## src/rtl/dmr_pkg.sv

```systemverilog
/*
 * dmr_pkg: constants for the mode register slice at addresses 06h..0Ch.
 * Assumes a 6-bit mode register address and 8-bit operand as on the command bus.
 */
package dmr_pkg;
    localparam int DMR_ADDR_W = 6;
    localparam int DMR_DATA_W = 8;
    localparam logic [5:0] DMR_ADDR_REV_ONE = 6'h06;
    localparam logic [5:0] DMR_ADDR_REV_TWO = 6'h07;
    localparam logic [5:0] DMR_ADDR_DIE_CFG = 6'h08;
    localparam logic [5:0] DMR_ADDR_TEST = 6'h09;
    localparam logic [5:0] DMR_ADDR_CAL_RST = 6'h0a;
    localparam logic [5:0] DMR_ADDR_TERM = 6'h0b;
    localparam logic [5:0] DMR_ADDR_VREF = 6'h0c;
    localparam logic [5:0] DMR_ADDR_SETPOINT = 6'h0d;
    // field positions
    localparam int DMR_TYPE_LSB = 0;
    localparam int DMR_DENS_LSB = 2;
    localparam int DMR_WIDTH_LSB = 6;
    localparam int DMR_CAL_RST_BIT = 0;
    localparam int DMR_DQ_TERM_LSB = 0;
    localparam int DMR_CA_TERM_LSB = 4;
    localparam int DMR_VREF_RANGE_BIT = 6;
    localparam int DMR_ACCESS_SEL_BIT = 6;
    localparam int DMR_OPER_SEL_BIT = 7;
    // codes and reset values
    localparam logic [1:0] DMR_TYPE_SIXTEEN_PREFETCH = 2'h0;
    localparam logic [1:0] DMR_WIDTH_X16 = 2'h0;
    localparam logic [1:0] DMR_WIDTH_X8 = 2'h1;
    localparam logic [3:0] DMR_DENS_4G = 4'h0;
    localparam logic [2:0] DMR_TERM_OFF = 3'h0;
    localparam logic [2:0] DMR_TERM_RSVD = 3'h7;
    localparam logic [7:0] DMR_TEST_RST = 8'h00;
    localparam logic [7:0] DMR_VREF_RST = 8'h40;
    localparam logic [7:0] DMR_VREF_MASK = 8'h7f;
    localparam logic [7:0] DMR_REV_ONE_DEF = 8'h00;
    localparam logic [7:0] DMR_REV_TWO_DEF = 8'h00;
endpackage : dmr_pkg

```

## src/rtl/dmr_mode_regs.sv

```systemverilog
/*
 * dmr_mode_regs: mode registers 06h..0Ch of the memory die, plus the two
 * set-point select bits of register 0Dh needed to steer them.
 * Assumes decoded mode-register write/read strobes from the command decoder
 * on clk_sys_i, and the calibration pin strap from the package.
 */
// Functional notes
// - register 06h returns first revision code
// - register 07h returns second revision code
// - register 08h bits 1:0 report 00b
// - register 08h bits 5:2 report die density
// - register 08h bits 7:6 report I/O width
// - 09h test mode disabled when zero
// - 0Ah bit0 triggers default calibration reset
// - calibration pin grounded: ignore calibration commands
// - resistor-tied pin: both calibration kinds allowed
// - 0Bh bits 2:0 data-lane termination code
// - 0Bh bits 6:4 cmdaddr termination code
// - termination duplicated, access select picks copy
// - operating select copy drives device behaviour
// - 0Ch holds vref bits 5:0, range 6
// - both selects default to set point 0
// - reads put data on lanes, reserved zero
`timescale 1ns/100ps
module dmr_mode_regs
    import dmr_pkg::*;
#(
    parameter logic [7:0] REV_ONE = DMR_REV_ONE_DEF, // arbitrary value
    parameter logic [7:0] REV_TWO = DMR_REV_TWO_DEF, // arbitrary value
    parameter logic [3:0] DENSITY = DMR_DENS_4G,
    parameter logic [1:0] IO_WIDTH = DMR_WIDTH_X16
) (
    input wire logic clk_sys_i,
    input wire logic sys_rst_i,
    input wire logic mr_wr_i,
    input wire logic mr_rd_i,
    input wire logic [DMR_ADDR_W-1:0] mr_addr_i,
    input wire logic [DMR_DATA_W-1:0] mr_wdata_i,
    input wire logic cal_cmd_i,
    input wire logic cal_pin_resistor_i,
    output logic [DMR_DATA_W-1:0] mr_rdata_o,
    output logic mr_rvalid_o,
    output logic test_mode_o,
    output logic cal_default_reset_o,
    output logic cal_start_o,
    output logic [2:0] data_lane_termination_o,
    output logic [2:0] cmdaddr_termination_o,
    output logic [5:0] cmdaddr_vref_o,
    output logic cmdaddr_vref_range_o,
    output logic setpoint_operating_select_o
);
    logic strap_meta_ff;
    logic strap_sync_ff;
    logic setpoint_access_select_ff;
    logic setpoint_operating_select_ff;
    logic [7:0] test_ff;
    logic [7:0] term_acc;
    logic [7:0] term_op;
    logic [7:0] vref_acc;
    logic [7:0] vref_op;
    logic [7:0] nxt_rdata;
    logic wr_term;
    logic wr_vref;
    logic [7:0] die_cfg;

    // strap comes from a pin; synchronise before use
    always_ff @(posedge clk_sys_i) begin
        if (sys_rst_i) begin
            strap_meta_ff <= 1'b0;
            strap_sync_ff <= 1'b0;
        end else begin
            strap_meta_ff <= cal_pin_resistor_i;
            strap_sync_ff <= strap_meta_ff;
        end
    end

    // set-point selects live in register 0Dh, only bits 7:6 kept here
    always_ff @(posedge clk_sys_i) begin
        if (sys_rst_i) begin
            setpoint_access_select_ff <= 1'b0;
            setpoint_operating_select_ff <= 1'b0;
        end else if (mr_wr_i && mr_addr_i == DMR_ADDR_SETPOINT) begin
            setpoint_access_select_ff <= mr_wdata_i[DMR_ACCESS_SEL_BIT];
            setpoint_operating_select_ff <= mr_wdata_i[DMR_OPER_SEL_BIT];
        end
    end

    always_ff @(posedge clk_sys_i) begin
        if (sys_rst_i) begin
            test_ff <= DMR_TEST_RST;
        end else if (mr_wr_i && mr_addr_i == DMR_ADDR_TEST) begin
            test_ff <= mr_wdata_i;
        end
    end

    // test mode only engages on a nonzero value
    always_ff @(posedge clk_sys_i) begin
        if (sys_rst_i) begin
            test_mode_o <= 1'b0;
        end else begin
            test_mode_o <= (test_ff != DMR_TEST_RST);
        end
    end

    // calibration reset is self-clearing: a one-cycle pulse per write of 1b
    always_ff @(posedge clk_sys_i) begin
        if (sys_rst_i) begin
            cal_default_reset_o <= 1'b0;
        end else begin
            cal_default_reset_o <= mr_wr_i && mr_addr_i == DMR_ADDR_CAL_RST
                && mr_wdata_i[DMR_CAL_RST_BIT];
        end
    end

    // grounded pin: commanded calibration dropped
    always_ff @(posedge clk_sys_i) begin
        if (sys_rst_i) begin
            cal_start_o <= 1'b0;
        end else begin
            cal_start_o <= cal_cmd_i && strap_sync_ff;
        end
    end

    assign wr_term = mr_wr_i && mr_addr_i == DMR_ADDR_TERM;
    assign wr_vref = mr_wr_i && mr_addr_i == DMR_ADDR_VREF;

    // reserved bits 7 and 3 stored as zero
    dmr_setpoint_copy #(
        .RST_VAL(8'h00),
        .WR_MASK(8'h77)
    ) u_term (
        .clk_sys_i(clk_sys_i),
        .sys_rst_i(sys_rst_i),
        .wr_i(wr_term),
        .wdata_i(mr_wdata_i),
        .access_sel_i(setpoint_access_select_ff),
        .oper_sel_i(setpoint_operating_select_ff),
        .access_val_o(term_acc),
        .oper_val_o(term_op)
    );

    dmr_setpoint_copy #(
        .RST_VAL(DMR_VREF_RST),
        .WR_MASK(DMR_VREF_MASK)
    ) u_vref (
        .clk_sys_i(clk_sys_i),
        .sys_rst_i(sys_rst_i),
        .wr_i(wr_vref),
        .wdata_i(mr_wdata_i),
        .access_sel_i(setpoint_access_select_ff),
        .oper_sel_i(setpoint_operating_select_ff),
        .access_val_o(vref_acc),
        .oper_val_o(vref_op)
    );

    // reserved code 111b treated as off rather than an undefined strength
    always_ff @(posedge clk_sys_i) begin
        if (sys_rst_i) begin
            data_lane_termination_o <= DMR_TERM_OFF;
            cmdaddr_termination_o <= DMR_TERM_OFF;
        end else begin
            data_lane_termination_o <= (term_op[DMR_DQ_TERM_LSB+:3] == DMR_TERM_RSVD) ? DMR_TERM_OFF
                : term_op[DMR_DQ_TERM_LSB+:3];
            cmdaddr_termination_o <= (term_op[DMR_CA_TERM_LSB+:3] == DMR_TERM_RSVD) ? DMR_TERM_OFF
                : term_op[DMR_CA_TERM_LSB+:3];
        end
    end

    always_ff @(posedge clk_sys_i) begin
        if (sys_rst_i) begin
            cmdaddr_vref_o <= DMR_VREF_RST[5:0];
            cmdaddr_vref_range_o <= DMR_VREF_RST[DMR_VREF_RANGE_BIT];
            setpoint_operating_select_o <= 1'b0;
        end else begin
            cmdaddr_vref_o <= vref_op[5:0];
            cmdaddr_vref_range_o <= vref_op[DMR_VREF_RANGE_BIT];
            setpoint_operating_select_o <= setpoint_operating_select_ff;
        end
    end

    // identification is constant; no write path exists
    assign die_cfg = {IO_WIDTH, DENSITY, DMR_TYPE_SIXTEEN_PREFETCH};

    always_comb begin
        nxt_rdata = 8'h00;
        unique case (mr_addr_i)
            DMR_ADDR_REV_ONE: nxt_rdata = REV_ONE;
            DMR_ADDR_REV_TWO: nxt_rdata = REV_TWO;
            DMR_ADDR_DIE_CFG: nxt_rdata = die_cfg;
            DMR_ADDR_TERM: nxt_rdata = term_acc;
            DMR_ADDR_VREF: nxt_rdata = vref_acc;
            default: nxt_rdata = 8'h00;
        endcase
    end

    always_ff @(posedge clk_sys_i) begin
        if (sys_rst_i) begin
            mr_rdata_o <= 8'h00;
            mr_rvalid_o <= 1'b0;
        end else begin
            mr_rvalid_o <= mr_rd_i;
            mr_rdata_o <= mr_rd_i ? nxt_rdata : 8'h00;
        end
    end
endmodule : dmr_mode_regs

```

## src/rtl/dmr_setpoint_copy.sv

```systemverilog
/*
 * dmr_setpoint_copy: one 8-bit register held twice, once per set point.
 * Assumes caller supplies access and operating selects on the same clock.
 */
`timescale 1ns/100ps
module dmr_setpoint_copy #(
    parameter logic [7:0] RST_VAL = 8'h00,
    parameter logic [7:0] WR_MASK = 8'hff
) (
    input wire logic clk_sys_i,
    input wire logic sys_rst_i,
    input wire logic wr_i,
    input wire logic [7:0] wdata_i,
    input wire logic access_sel_i,
    input wire logic oper_sel_i,
    output logic [7:0] access_val_o,
    output logic [7:0] oper_val_o
);
    logic [7:0] copy_ff [2];

    always_ff @(posedge clk_sys_i) begin
        if (sys_rst_i) begin
            copy_ff[0] <= RST_VAL;
            copy_ff[1] <= RST_VAL;
        end else if (wr_i) begin
            copy_ff[access_sel_i] <= wdata_i & WR_MASK;
        end
    end

    assign access_val_o = copy_ff[access_sel_i];
    assign oper_val_o = copy_ff[oper_sel_i];
endmodule : dmr_setpoint_copy
```

## config.mk

```make
export PLATFORM = sky130hd
export DESIGN_NAME = dmr_mode_regs
export DESIGN_NICKNAME = d
export VERILOG_FILES = /design/src/rtl/dmr_pkg.sv /design/src/rtl/dmr_mode_regs.sv /design/src/rtl/dmr_setpoint_copy.sv
export SDC_FILE = /design/constraint.sdc
export NUM_CORES = 1
export LEC_CHECK = 0
export BUFFER_PORTS_ARGS = -buffer_cell sky130_fd_sc_hd__clkbuf_2
export CAP_MARGIN = 20
export CORE_UTILIZATION = 55
export DETAILED_ROUTE_END_ITERATION = 10
export GPL_TIMING_DRIVEN = 0
export PLACE_DENSITY = 0.82
export SYNTH_ARGS = -nofsm -noshare
export SYNTH_HDL_FRONTEND = slang
export SYNTH_SLANG_ARGS = --single-unit
```

## constraint.sdc

```tcl
create_clock -name clk_sys_i -period 2.1 [get_ports clk_sys_i]
set_clock_uncertainty 0.1 [all_clocks]
set_input_delay 0.21 -clock clk_sys_i [delete_from_list [all_inputs] [get_ports clk_sys_i]]
set_output_delay 0.21 -clock clk_sys_i [all_outputs]
set_load 0.005 [all_outputs]
```

After elaboration in Yosys (flattened, before gate mapping). Memory sizes are Yosys's and may differ from the RTL's. A register that Yosys moved wholly into a read port is not among the register bits. Index checks and enable logic that the tools add are counted.

Bits in registers: 31. Latch bits: 0. Memory bits (writable): 26. Bits in read-only memories: 0. Logic and storage cells: 57. Memories: 2.

Memories: u_vref.copy_ff (words 2, bits a word 7, rd ports 2, clocked after memory_dff 2, wr ports 2, RTL line dmr_setpoint_copy.sv:19) `logic [7:0] copy_ff [2];`; u_term.copy_ff (words 2, bits a word 6, rd ports 2, clocked after memory_dff 2, wr ports 2, RTL line dmr_setpoint_copy.sv:19).

Add/sub/neg operators: 0. $mul: 0. Divide/modulo/power cells: 0. Magnitude comparators: 0. Equal/unequal tests: 7. Shift-type cells: 0. Multiplexer cells: 21. Bitwise gates (word level): 1. Reductions and logical operators: 13.

Operators with widths (number): 6-bit by 4-bit == test with 1-bit output (second input constant) (5); 1-bit 2-to-1 mux (18); 8-bit one-hot mux with 2 select lines (1); 8-bit nonzero test (1); 1-bit logical AND (7); 7-bit 2-to-1 mux (1); 7-bit OR reduction (1); 3-bit == test (second input constant) (2); 6-bit 2-to-1 mux (1); 2-bit OR reduction (3); 6-bit OR reduction (1); 1-bit NOT (1).

Depth between registers and ports, before layout. Gate-level depths: netlist of run 1.

Depth after elaboration: 7. Depth in mapped cells: 5. Gate-level depth less buffers: 4.

Modules after synthesis. Synthesis of run 1 repeated with hierarchy kept, for this count alone.

Cells, all modules: 255. Area, all modules: 2817.7 sq um.

Modules (own cells, without submodules): dmr_mode_regs (times used 1, cells each 139, area each 1403.8 sq um, seq. area each 760.7 sq um); dmr_setpoint_copy (u_vref) (times used 1, cells each 60, area each 743.2 sq um, seq. area each 420.4 sq um); dmr_setpoint_copy (u_term) (times used 1, cells each 56, area each 670.6 sq um, seq. area each 360.3 sq um).

Worst setup path before layout of run 1. No wires, ideal clock.

Path type: input-to-reg. Start point: input sys_rst_i. End point: memory u_vref.copy_ff[0][0] (netlist bit), enable pin. Library setup time: 0.324 ns. Arrival time: 1.353 ns. Required time: 1.676 ns. Path slack: 0.323 ns. Stages: 4. Buffers on the path: 1. Cell sequence: clkbuf_1 -> or3b_1 -> nor3_2 -> or2_1.

RTL lines: start: declaration (RTL line dmr_mode_regs.sv:34) `input wire logic sys_rst_i,`; end: declaration (RTL line dmr_setpoint_copy.sv:19).

==> run_results.csv, run 1 <==
group,metric,value,unit
power,swShare,22.5,%
setup_path,end_kind,"flop",
cts,cts_resized,0,
cts,cts_sinks,65,
setup_path,crit_fanout,8,
setup_path,reg2reg_depth,3,
place,dp_hpwl,3.66,mm
cts,h-tree-depth,3,
routing,wl,5.06,mm
place,dp_worst_setup_slack,0.106,ns
yosys,synthesis.area,2660,um2
routing,wl_per_cell,14.9,um
cts,clkTransAtPathRegs,0.07,ns
power,leakagePower,1.19,nW
timing,setup_viol,0,
yosys,synth.avg_cell_area,11.8,um2
yosys,synth_cell_types,36,
timing,worstMarginPinSlew,0.601,ns
timing,fin_crit_sh,90.0,%
routing,ant_nets,0,
yosys,synthArstFlopShare,0,%
yosys,netlist_top_cells_area,"dfxtp_1, edfxtp_1, mux2i_1",
yosys,synth_top_area_share,29.4,%
power,p_clk_share,38.3,%
cts,ctsHoldBuffers,2,
worst_hold_path,hold_path.class,"in -> reg",
setup_path,worstPathRequired,2.02,ns
cts,insertion_delay,0.33,ns
power,comb_power_share,6.1,%
routing,dr.pass1.iters,5,
yosys,syn_inst,226,
power,p_int,1.91,mW
setup_path,crit_arrival,1.81,ns
yosys,synthFlopType,"dfxtp_1",
grt,gr-usage-met1,27.6,%
yosys,synth_seq_cells,65,
grt,grt_max_degree,12,
place,portBuffers,43,
final_layout,drive_gt1_share,26.1,%
routing,drt_iter0_markers,89,
setup_path,worstSetupPathType,"reg -> reg",
timing,finalWorstSetupSlack,0.209,ns
setup_path,critPathCapture,"u_vref.copy_ff[0][2]",
yosys,synth_edf_count,26,
power,ir_drop,464,uV
cts,cts_root_buf,"clkbuf_8",
timing,timing.hold.ws,0.0310,ns
job,cap_violations,0,
cts,cts_tree,"yes",
final_layout,final_core_util,69.7,%
floorplanning,num_io_pins,46,
final_layout,antenna_cells,0,
place,postPlaceCellArea,2940,um2
setup_path,regToRegSetupSlack,0.21,ns
routing,routed-via-count,1855,
routing,vias_per_cell,5.47,
timing,max_slew_margin,60.0,%
cts,clockBufferDepth,2,
setup_path,cp-start-kind,"flop",
timing,min_period,1.89,ns
outcome,status,"finished, final reports clean",
final_layout,syn_to_final_growth,18.2,%
cts,post_cts_buffers,0,
grt,grt.total_usage,22.4,%
setup_path,timing.rr.start,"setpoint_access_select_ff",
yosys,synth_most_common_cell,"dfxtp_1",
floorplanning,initial_utilization,59.0,%
timing,finalHoldViolCount,0,
routing,drc,0,
grt,grt-ovfl-total,0,
power,seq_power_share,55.5,%
floorplanning,dieArea,5110,um2
cts,cts_buffers,9,
yosys,yosys_warnings,0,
yosys,yosysSeqAreaShare,58.8,%
floorplanning,die_height,71.5,um
timing,max_freq,0.529,GHz
yosys,syn-num-nets,246,
final_layout,design_area,3140,um2
floorplanning,rows,24,
grt,use_met2,36.7,%
floorplanning,core,4500,um2
timing,slew_viol_final,0,
power,powerDensity,785,nW/um2
grt,globalRoute.busiestLayer,"met2",
yosys,synth_area_leader_cell,"dfxtp_1",
floorplanning,dieWidth,71.5,um
final_layout,final_nets,302,
grt,grt_pass1_vias,1780,
place,gp_congestion,0.785,
timing,setup_tns,0,ns
grt,antenna_found_initial,0,
timing,rsz0062_at_grt,"no",
grt,met3_usage,8.02,%
grt,grt_pass1_wl,8.34,mm
setup_path,reg2reg_to,"u_vref.copy_ff[0][2]",
setup_path,startpoint,"setpoint_access_select_ff",
yosys,synth_common_cells,"dfxtp_1, edfxtp_1, and2_1",
power,switchingPower,0.554,mW
## registers in the layout, summed over array words and instances, names as in the netlist, 3 cells and up, named ones only
name                     count
cmdaddr_termination_o        3
cmdaddr_vref_o               6
data_lane_termination_o      3
mr_rdata_o                   7
test_ff                      8
u_term.copy_ff              12
u_vref.copy_ff              14
## placed cells by master (no fill, tap or decap), types with 2 or more instances in the layout
cell and count:
a21oi_1 13, and2_1 24, clkbuf_1 9, clkbuf_2 43, clkbuf_8 9, clkinv_2 2, dfxtp_1 39, dlygate4sd3_1 2
edfxtp_1 26, mux2_2 4, mux2i_1 21, nand2_1 8, nand2b_1 3, nand3_1 13, nand3b_1 4, nor2_1 7
nor2b_1 4, nor3_1 9, nor3_2 4, nor3_4 2, nor4_1 2, o21a_1 2, o21ai_1 10, o32ai_1 4
or2_1 4, or2_2 2
## critical path: stages, from the launching register on
cell and delay [ns]:
dfxtp_1 0.33, or3b_1 0.44, nor3_2 0.39, or2_1 0.32
## metal layers
layer / wire (um) / vias to the layer above / share of wire, %
met1: 2230 / 857 / 44
met2: 2460 / 65 / 49
li1: - / 926 / -
met3: 276 / 7 / 5.5
met5: 0 / - / 0
met4: 94 / 0 / 1.9
## through the flow
stage	power (mW)	instances
floorplan	1.47	226
global placement	1.54	321
detailed placement	1.54	321
CTS	2.48	339
global route	2.54	339
finish	2.46	339
## cell families after synthesis
family | share of synthesized area (%)
AO/OA/AOI/OAI | 6.55
buffers and inverters | 2.03
flip-flops | 58.8
multiplexers | 9.61
other | 0.141
AND/OR/NAND/NOR | 22.9
## power by group through the flow
| stage | registers [mW] | logic (mW) | clock network (mW) |
|---|---|---|---|
| 2_1_floorplan | 1.39 | 0.0784 | 0 |
| 3_3_place_gp | 1.39 | 0.146 | 0 |
| 3_5_place_dp | 1.40 | 0.148 | 0 |
| 4_1_cts | 1.37 | 0.152 | 0.959 |
| 5_1_grt | 1.37 | 0.167 | 1.01 |
| 6_report | 1.37 | 0.152 | 0.945 |
## final cells by class
cell class	count	area (um2)
multi-input combinational	150	1040
buffer	10	50.0
fill	343	1370
sequential	65	1560
tap	52	65.1
clock inverter	4	26.3
clock buffer	12	156
timing repair buffer	45	235
inverter	1	3.75
## worst min path at each step
| stage | depth (start not counted) | start | to | slack, ns |
|---|---|---|---|---|
| global placement | 2 | strap_sync_ff | cal_start_o | 0.32 |
| floorplan | 2 | cal_cmd_i | cal_start_o | 0.23 |
| global route | 3 | mr_wdata_i[3] | test_ff[3] | 0.04 |
| CTS | 3 | mr_wdata_i[7] | test_ff[7] | 0.01 |
| detailed placement | 2 | strap_sync_ff | cal_start_o | 0.31 |
| finish | 3 | mr_wdata_i[7] | test_ff[7] | 0.03 |
Note: power is estimated with default switching activity, not from simulation.
==> inputs of run 2 (changes only) <==
--- a/config.mk
+++ b/config.mk
@@ -7,10 +7,13 @@
 export LEC_CHECK = 0
 export BUFFER_PORTS_ARGS = -buffer_cell sky130_fd_sc_hd__clkbuf_2
 export CAP_MARGIN = 20
-export CORE_UTILIZATION = 55
+export CELL_PAD_IN_SITES_DETAIL_PLACEMENT = 1
+export CELL_PAD_IN_SITES_GLOBAL_PLACEMENT = 2
+export CORE_UTILIZATION = 36
+export CTS_CLUSTER_SIZE = 24
 export DETAILED_ROUTE_END_ITERATION = 10
 export GPL_TIMING_DRIVEN = 0
-export PLACE_DENSITY = 0.82
+export PLACE_DENSITY = 0.81
 export SYNTH_ARGS = -nofsm -noshare
 export SYNTH_HDL_FRONTEND = slang
 export SYNTH_SLANG_ARGS = --single-unit
==> run 2 against run 1 <==
Non-clock buffer count unchanged; via count increased by 1.4%; die area increased by 51%; worst setup slack got worse by 0.043 ns; cell count increased by 13%; critical endpoint is now u_vref.copy_ff[0][3]; largest cell class unchanged.
==> run_results.csv, run 2 (synthesized netlist as in run 1, its figures left out) <==
group,metric,value,unit
grt,grt_pass1_vias,1865,
final_layout,layout_common_cells,"clkbuf_2, dfxtp_1, edfxtp_1, and2_1, mux2i_1",
place,postPlaceCellArea,2990,um2
routing,wl,6.22,mm
outcome,status,"finished, final reports clean",
setup_path,worst-path-buf-inv,0,
final_layout,largest_reg_flops,14,
routing,dr.pass1.iters,4,
final_layout,antenna_cells,0,
place,gp_congestion,0.760,
setup_path,slowest_delay,0.47,ns
setup_path,worstSetupPathType,"reg -> reg",
routing,vias_per_cell,4.91,
timing,max_freq,0.517,GHz
setup_path,cp_cell_sequence,"or3b_1 -> nor3_4 -> or2_1",
routing,drc,0,
grt,grt_max_degree,11,
timing,slew_viol_final,0,
routing,routed-via-count,1881,
final_layout,final_cell_count_no_fill,383,
grt,grt-ovfl-total,0,
setup_path,path_depth,3,
setup_path,worstPathRequired,2.00,ns
final_layout,syn_to_final_growth,19.4,%
setup_path,startpoint,"setpoint_access_select_ff",
floorplanning,initial_utilization,38.3,%
timing,fin_crit_sh,92.1,%
floorplanning,core,6940,um2
setup_path,reg2reg_depth,3,
final_layout,drive_gt1_share,25.4,%
final_layout,final_nets,302,
setup_path,critical-path-top-delay-family,"simple AND/OR/NAND/NOR gates",
final_layout,top_register,"u_vref.copy_ff",
timing,max_slew_margin,59.1,%
floorplanning,num_io_pins,46,
routing,highest_layer,"met4",
routing,routed-wl-met3,305,um
job,cap_violations,0,
place,place_inst,365,
power,ir_drop,262,uV
floorplanning,rows,30,
setup_path,crit_arrival,1.84,ns
final_layout,fill_cells,787,
setup_path,crit_fanout,8,
floorplanning,die_height,87.9,um
timing,setup_tns,0,ns
routing,ant_nets,0,
cts,clkTransAtPathRegs,0.07,ns
timing,min_period,1.93,ns
worst_hold_path,hp-start,"mr_wdata_i[7]",
final_layout,top_regs,"u_vref.copy_ff: 14 flops, u_term.copy_ff: 12 flops, test_ff: 8 flops",
final_layout,layout_commonest_cell,"clkbuf_2",
setup_path,cp_slowest_cell,"or3b_1",
cts,cts_root_buf,"clkbuf_8",
worst_hold_path,hold_path.class,"in -> reg",
cts,insertion_delay,0.34,ns
timing,worstMarginPinSlew,0.614,ns
timing,rsz0062_at_grt,"no",
grt,antenna_found_initial,0,
cts,h-tree-depth,3,
final_layout,final_core_util,45.7,%
place,dp_hpwl,4.59,mm
power,powerDensity,754,nW/um2
place,portBuffers,43,
routing,wl_met1,2.78,mm
power,power.total,2.39,mW
grt,grt.total_usage,17.8,%
worst_hold_path,min_path_cells,3,
floorplanning,dieWidth,87.9,um
setup_path,cp-start-kind,"flop",
setup_path,regToRegSetupSlack,0.17,ns
cts,clockBufferDepth,2,
cts,cts_tree,"yes",
setup_path,timing.rr.start,"setpoint_access_select_ff",
final_layout,design_area,3170,um2
timing,finalHoldViolCount,0,
floorplanning,dieArea,7730,um2
routing,wl_per_cell,16.2,um
power,leakagePower,1.19,nW
routing,met2_length,3.05,mm
cts,cts_buffers,9,
grt,grt_pass1_wl,9.66,mm
routing,drt_iter0_markers,67,
setup_path,end_kind,"flop",
timing,setup_viol,0,
cts,cts_sinks,65,
-- run 2: cell count changes in the layout (fill, tap and decap cells not counted), sizes merged --
cell,previous run,this run
clkinvlp,1,0
clkbuf,62,61
clkinv,3,5
-- run 2: worst paths after layout --
kind | to
min | test_ff[7]
min reg2reg | cal_start_o
max | u_vref.copy_ff[0][3]
max reg2reg | u_vref.copy_ff[0][3]
-- run 2: worst register-to-register path: stages, from the launching register on --
cell and delay (ns):
dfxtp_1 0.32, or3b_1 0.47, nor3_4 0.35, or2_1 0.36
-- run 2: per-stage QoR --
stage	hold WS [ns]	setup slack, ns
3_3_place_gp	0.312	-0.0403
4_1_cts	0.0222	0.0420
5_1_grt	0.0405	0.0393
3_5_place_dp	0.317	-0.0669
2_1_floorplan	0.230	0.323
6_report	0.0308	0.167
-- run 2: final cells by class --
type                    count  area, um2  area share (%)
plain buffers              10       50.0            1.58
clock buffers              11        131            4.14
clock inverters             5       22.5           0.710
inverters                   1       3.75           0.118
multi-input cells         150       1050            33.0
flip-flops and latches     65       1560            49.2
well taps                  96        120            3.79
repair buffers             45        235            7.42
-- run 2: timing repair --
| action | CTS | global route |
|---|---|---|
| resized for setup | 0 | 1 |
| hold buffers | 2 | 0 |
| setup endpoints to repair | 0 | 7 |
| endpoints found under the hold margin | 2 | 0 |
| setup buffers | 0 | 0 |
-- run 2: routing by layer --
layer / GRT usage, % / up-vias
met5: 0 / -
met4: 7.90 / 0
met3: 4.90 / 10
met2: 30.0 / 57
met1: 21.3 / 887
li1: - / 927
-- run 2: where the power goes --
| group | switching, mW | internal (mW) | total, mW | leakage [nW] |
|---|---|---|---|---|
| registers | 0.0188 | 1.35 | 1.37 | 0.573 |
| logic | 0.0967 | 0.0617 | 0.158 | 0.536 |
| clock network | 0.450 | 0.414 | 0.865 | 0.0819 |
| total | 0.566 | 1.83 | 2.39 | 1.19 |
==> inputs of run 3 (changes only) <==
--- a/config.mk
+++ b/config.mk
@@ -6,9 +6,9 @@
 export NUM_CORES = 1
 export LEC_CHECK = 0
 export BUFFER_PORTS_ARGS = -buffer_cell sky130_fd_sc_hd__clkbuf_2
-export CAP_MARGIN = 20
 export CELL_PAD_IN_SITES_DETAIL_PLACEMENT = 1
 export CELL_PAD_IN_SITES_GLOBAL_PLACEMENT = 2
+export CORE_ASPECT_RATIO = 0.9
 export CORE_UTILIZATION = 36
 export CTS_CLUSTER_SIZE = 24
 export DETAILED_ROUTE_END_ITERATION = 10
==> run 3 against run 2 <==
Sequential cell count is the same; sequential share of layout area is 0.40 points lower; wire length is 0.32% lower; largest power group unchanged; highest routed layer unchanged.
==> run_results.csv, run 3 (synthesized netlist as in run 1, its figures left out) <==
group,metric,value,unit
setup_path,crit_arrival,1.86,ns
grt,grt_pass1_wl,10.0,mm
power,comb_power_share,6.3,%
place,dp_hpwl,4.61,mm
timing,max_slew_margin,58.1,%
worst_hold_path,hold_path.class,"in -> reg",
routing,drt_iter0_markers,36,
final_layout,top_regs,"u_vref.copy_ff: 14 flops, u_term.copy_ff: 12 flops, test_ff: 8 flops",
place,postPlaceCellArea,2990,um2
timing,finalHoldViolCount,0,
power,seq_power_share,54.8,%
routing,wl_per_cell,16.3,um
cts,clkTransAtPathRegs,0.07,ns
final_layout,fill_cells,825,
setup_path,crit_fanout,8,
timing,max_freq,0.513,GHz
outcome,status,"finished, final reports clean",
routing,dr.pass1.iters,4,
routing,routed-wl-met3,294,um
final_layout,layout_common_cells,"clkbuf_2, dfxtp_1, edfxtp_1, and2_1, mux2i_1",
cts,insertion_delay,0.35,ns
cts,cts_buffers,9,
final_layout,final_core_util,45.0,%
power,powerDensity,781,nW/um2
timing,setup_viol,0,
routing,ant_nets,0,
routing,drc,0,
grt,grt.total_usage,17.8,%
timing,min_period,1.95,ns
final_layout,layout_commonest_cell,"clkbuf_2",
cts,cts_root_buf,"clkbuf_8",
setup_path,end_kind,"flop",
floorplanning,dieWidth,92.5,um
power,switchingPower,0.557,mW
final_layout,drive_gt1_share,25.8,%
timing,rsz0062_at_grt,"no",
setup_path,worstPathRequired,2.01,ns
cts,cts_sinks,65,
power,p_clk_share,38.9,%
place,portBuffers,43,
floorplanning,dieArea,7730,um2
floorplanning,die_height,83.5,um
routing,wl_met1,2.85,mm
grt,grt_max_degree,11,
routing,met2_length,2.96,mm
grt,grt_pass1_vias,1885,
cts,clockBufferDepth,2,
cts,cts_tree,"yes",
routing,wl,6.20,mm
final_layout,antenna_cells,0,
setup_path,worstSetupPathType,"reg -> reg",
power,swShare,22.3,%
power,leakagePower,1.20,nW
power,p_int,1.94,mW
final_layout,final_cell_count_no_fill,380,
timing,fin_crit_sh,92.8,%
routing,vias_per_cell,5.02,
routing,routed-via-count,1906,
routing,highest_layer,"met4",
timing,slew_viol_final,0,
floorplanning,initial_utilization,37.4,%
cts,post_cts_buffers,0,
final_layout,final_nets,302,
power,ir_drop,425,uV
floorplanning,num_io_pins,46,
job,cap_violations,0,
final_layout,top_register,"u_vref.copy_ff",
timing,worstMarginPinSlew,0.628,ns
cts,h-tree-depth,3,
floorplanning,core,7110,um2
final_layout,design_area,3200,um2
final_layout,syn_to_final_growth,20.4,%
place,gp_congestion,0.742,
place,place_inst,362,
grt,grt-ovfl-total,0,
final_layout,largest_reg_flops,14,
grt,antenna_found_initial,0,
floorplanning,rows,29,
setup_path,cp-start-kind,"flop",
## run 3: changes by cell type in the layout (fill, tap and decap cells not counted), sizes merged
cell and change:
clkbuf +3, clkinv -3
## run 3: critical path, stage by stage (launching register included)
cell and delay [ns]:
dfxtp_1 0.32, or3b_1 0.47, nor3_4 0.36, or2_1 0.37
## run 3: timing repair
| action | 4_1_cts | 5_1_grt |
|---|---|---|
| endpoints found under the hold margin | 2 | 0 |
| endpoints found under the setup margin | 7 | 0 |
| resized for setup | 1 | 0 |
| hold buffers | 2 | 0 |
## run 3: cell type report
cell class              instances  area [um2]  area share (%)
multi-input cells             150        1050            32.7
plain buffers                  10        50.0            1.56
flip-flops and latches         65        1560            48.8
inverters                       1        3.75           0.117
repair buffers                 45         235            7.36
well taps                      93         116            3.64
clock buffers                  14         174            5.44
clock inverters                 2        10.0           0.313
## run 3: path summary, 6_finish.rpt
kind / slack (ns) / from / depth (start not counted) / endpoint
setup reg to reg: 0.15 / setpoint_access_select_ff / 3 / u_vref.copy_ff[0][5]
hold / removal: 0.01 / mr_wdata_i[7] / 3 / test_ff[7]
hold reg to reg: 0.32 / strap_sync_ff / 2 / cal_start_o
setup / recovery: 0.15 / setpoint_access_select_ff / 3 / u_vref.copy_ff[0][5]
## run 3: power groups by stage
stage               clock network [mW]  registers (mW)  logic, mW
finish                           0.973            1.37      0.158
global route                      1.06            1.37      0.175
CTS                              0.997            1.37      0.161
detailed placement                   0            1.40      0.157
global placement                     0            1.39      0.153
floorplan                            0            1.39     0.0784
## run 3: through the flow
stage / TNS (ns) / power (mW) / hold WS (ns) / setup slack [ns]
2_1_floorplan: 0 / 1.47 / 0.230 / 0.323
5_1_grt: 0 / 2.60 / 0.0363 / 0.0839
6_report: 0 / 2.50 / 0.0143 / 0.152
3_5_place_dp: -1.09 / 1.55 / 0.310 / -0.156
3_3_place_gp: -0.716 / 1.55 / 0.303 / -0.102
4_1_cts: 0 / 2.53 / 0.0161 / 0.100
## run 3: routing by layer
layer | up-vias | GRT usage, %
met2 | 49 | 28.5
met4 | 0 | 8.10
met5 | - | 0
met3 | 8 | 4.19
met1 | 921 | 22.9
li1 | 928 | -
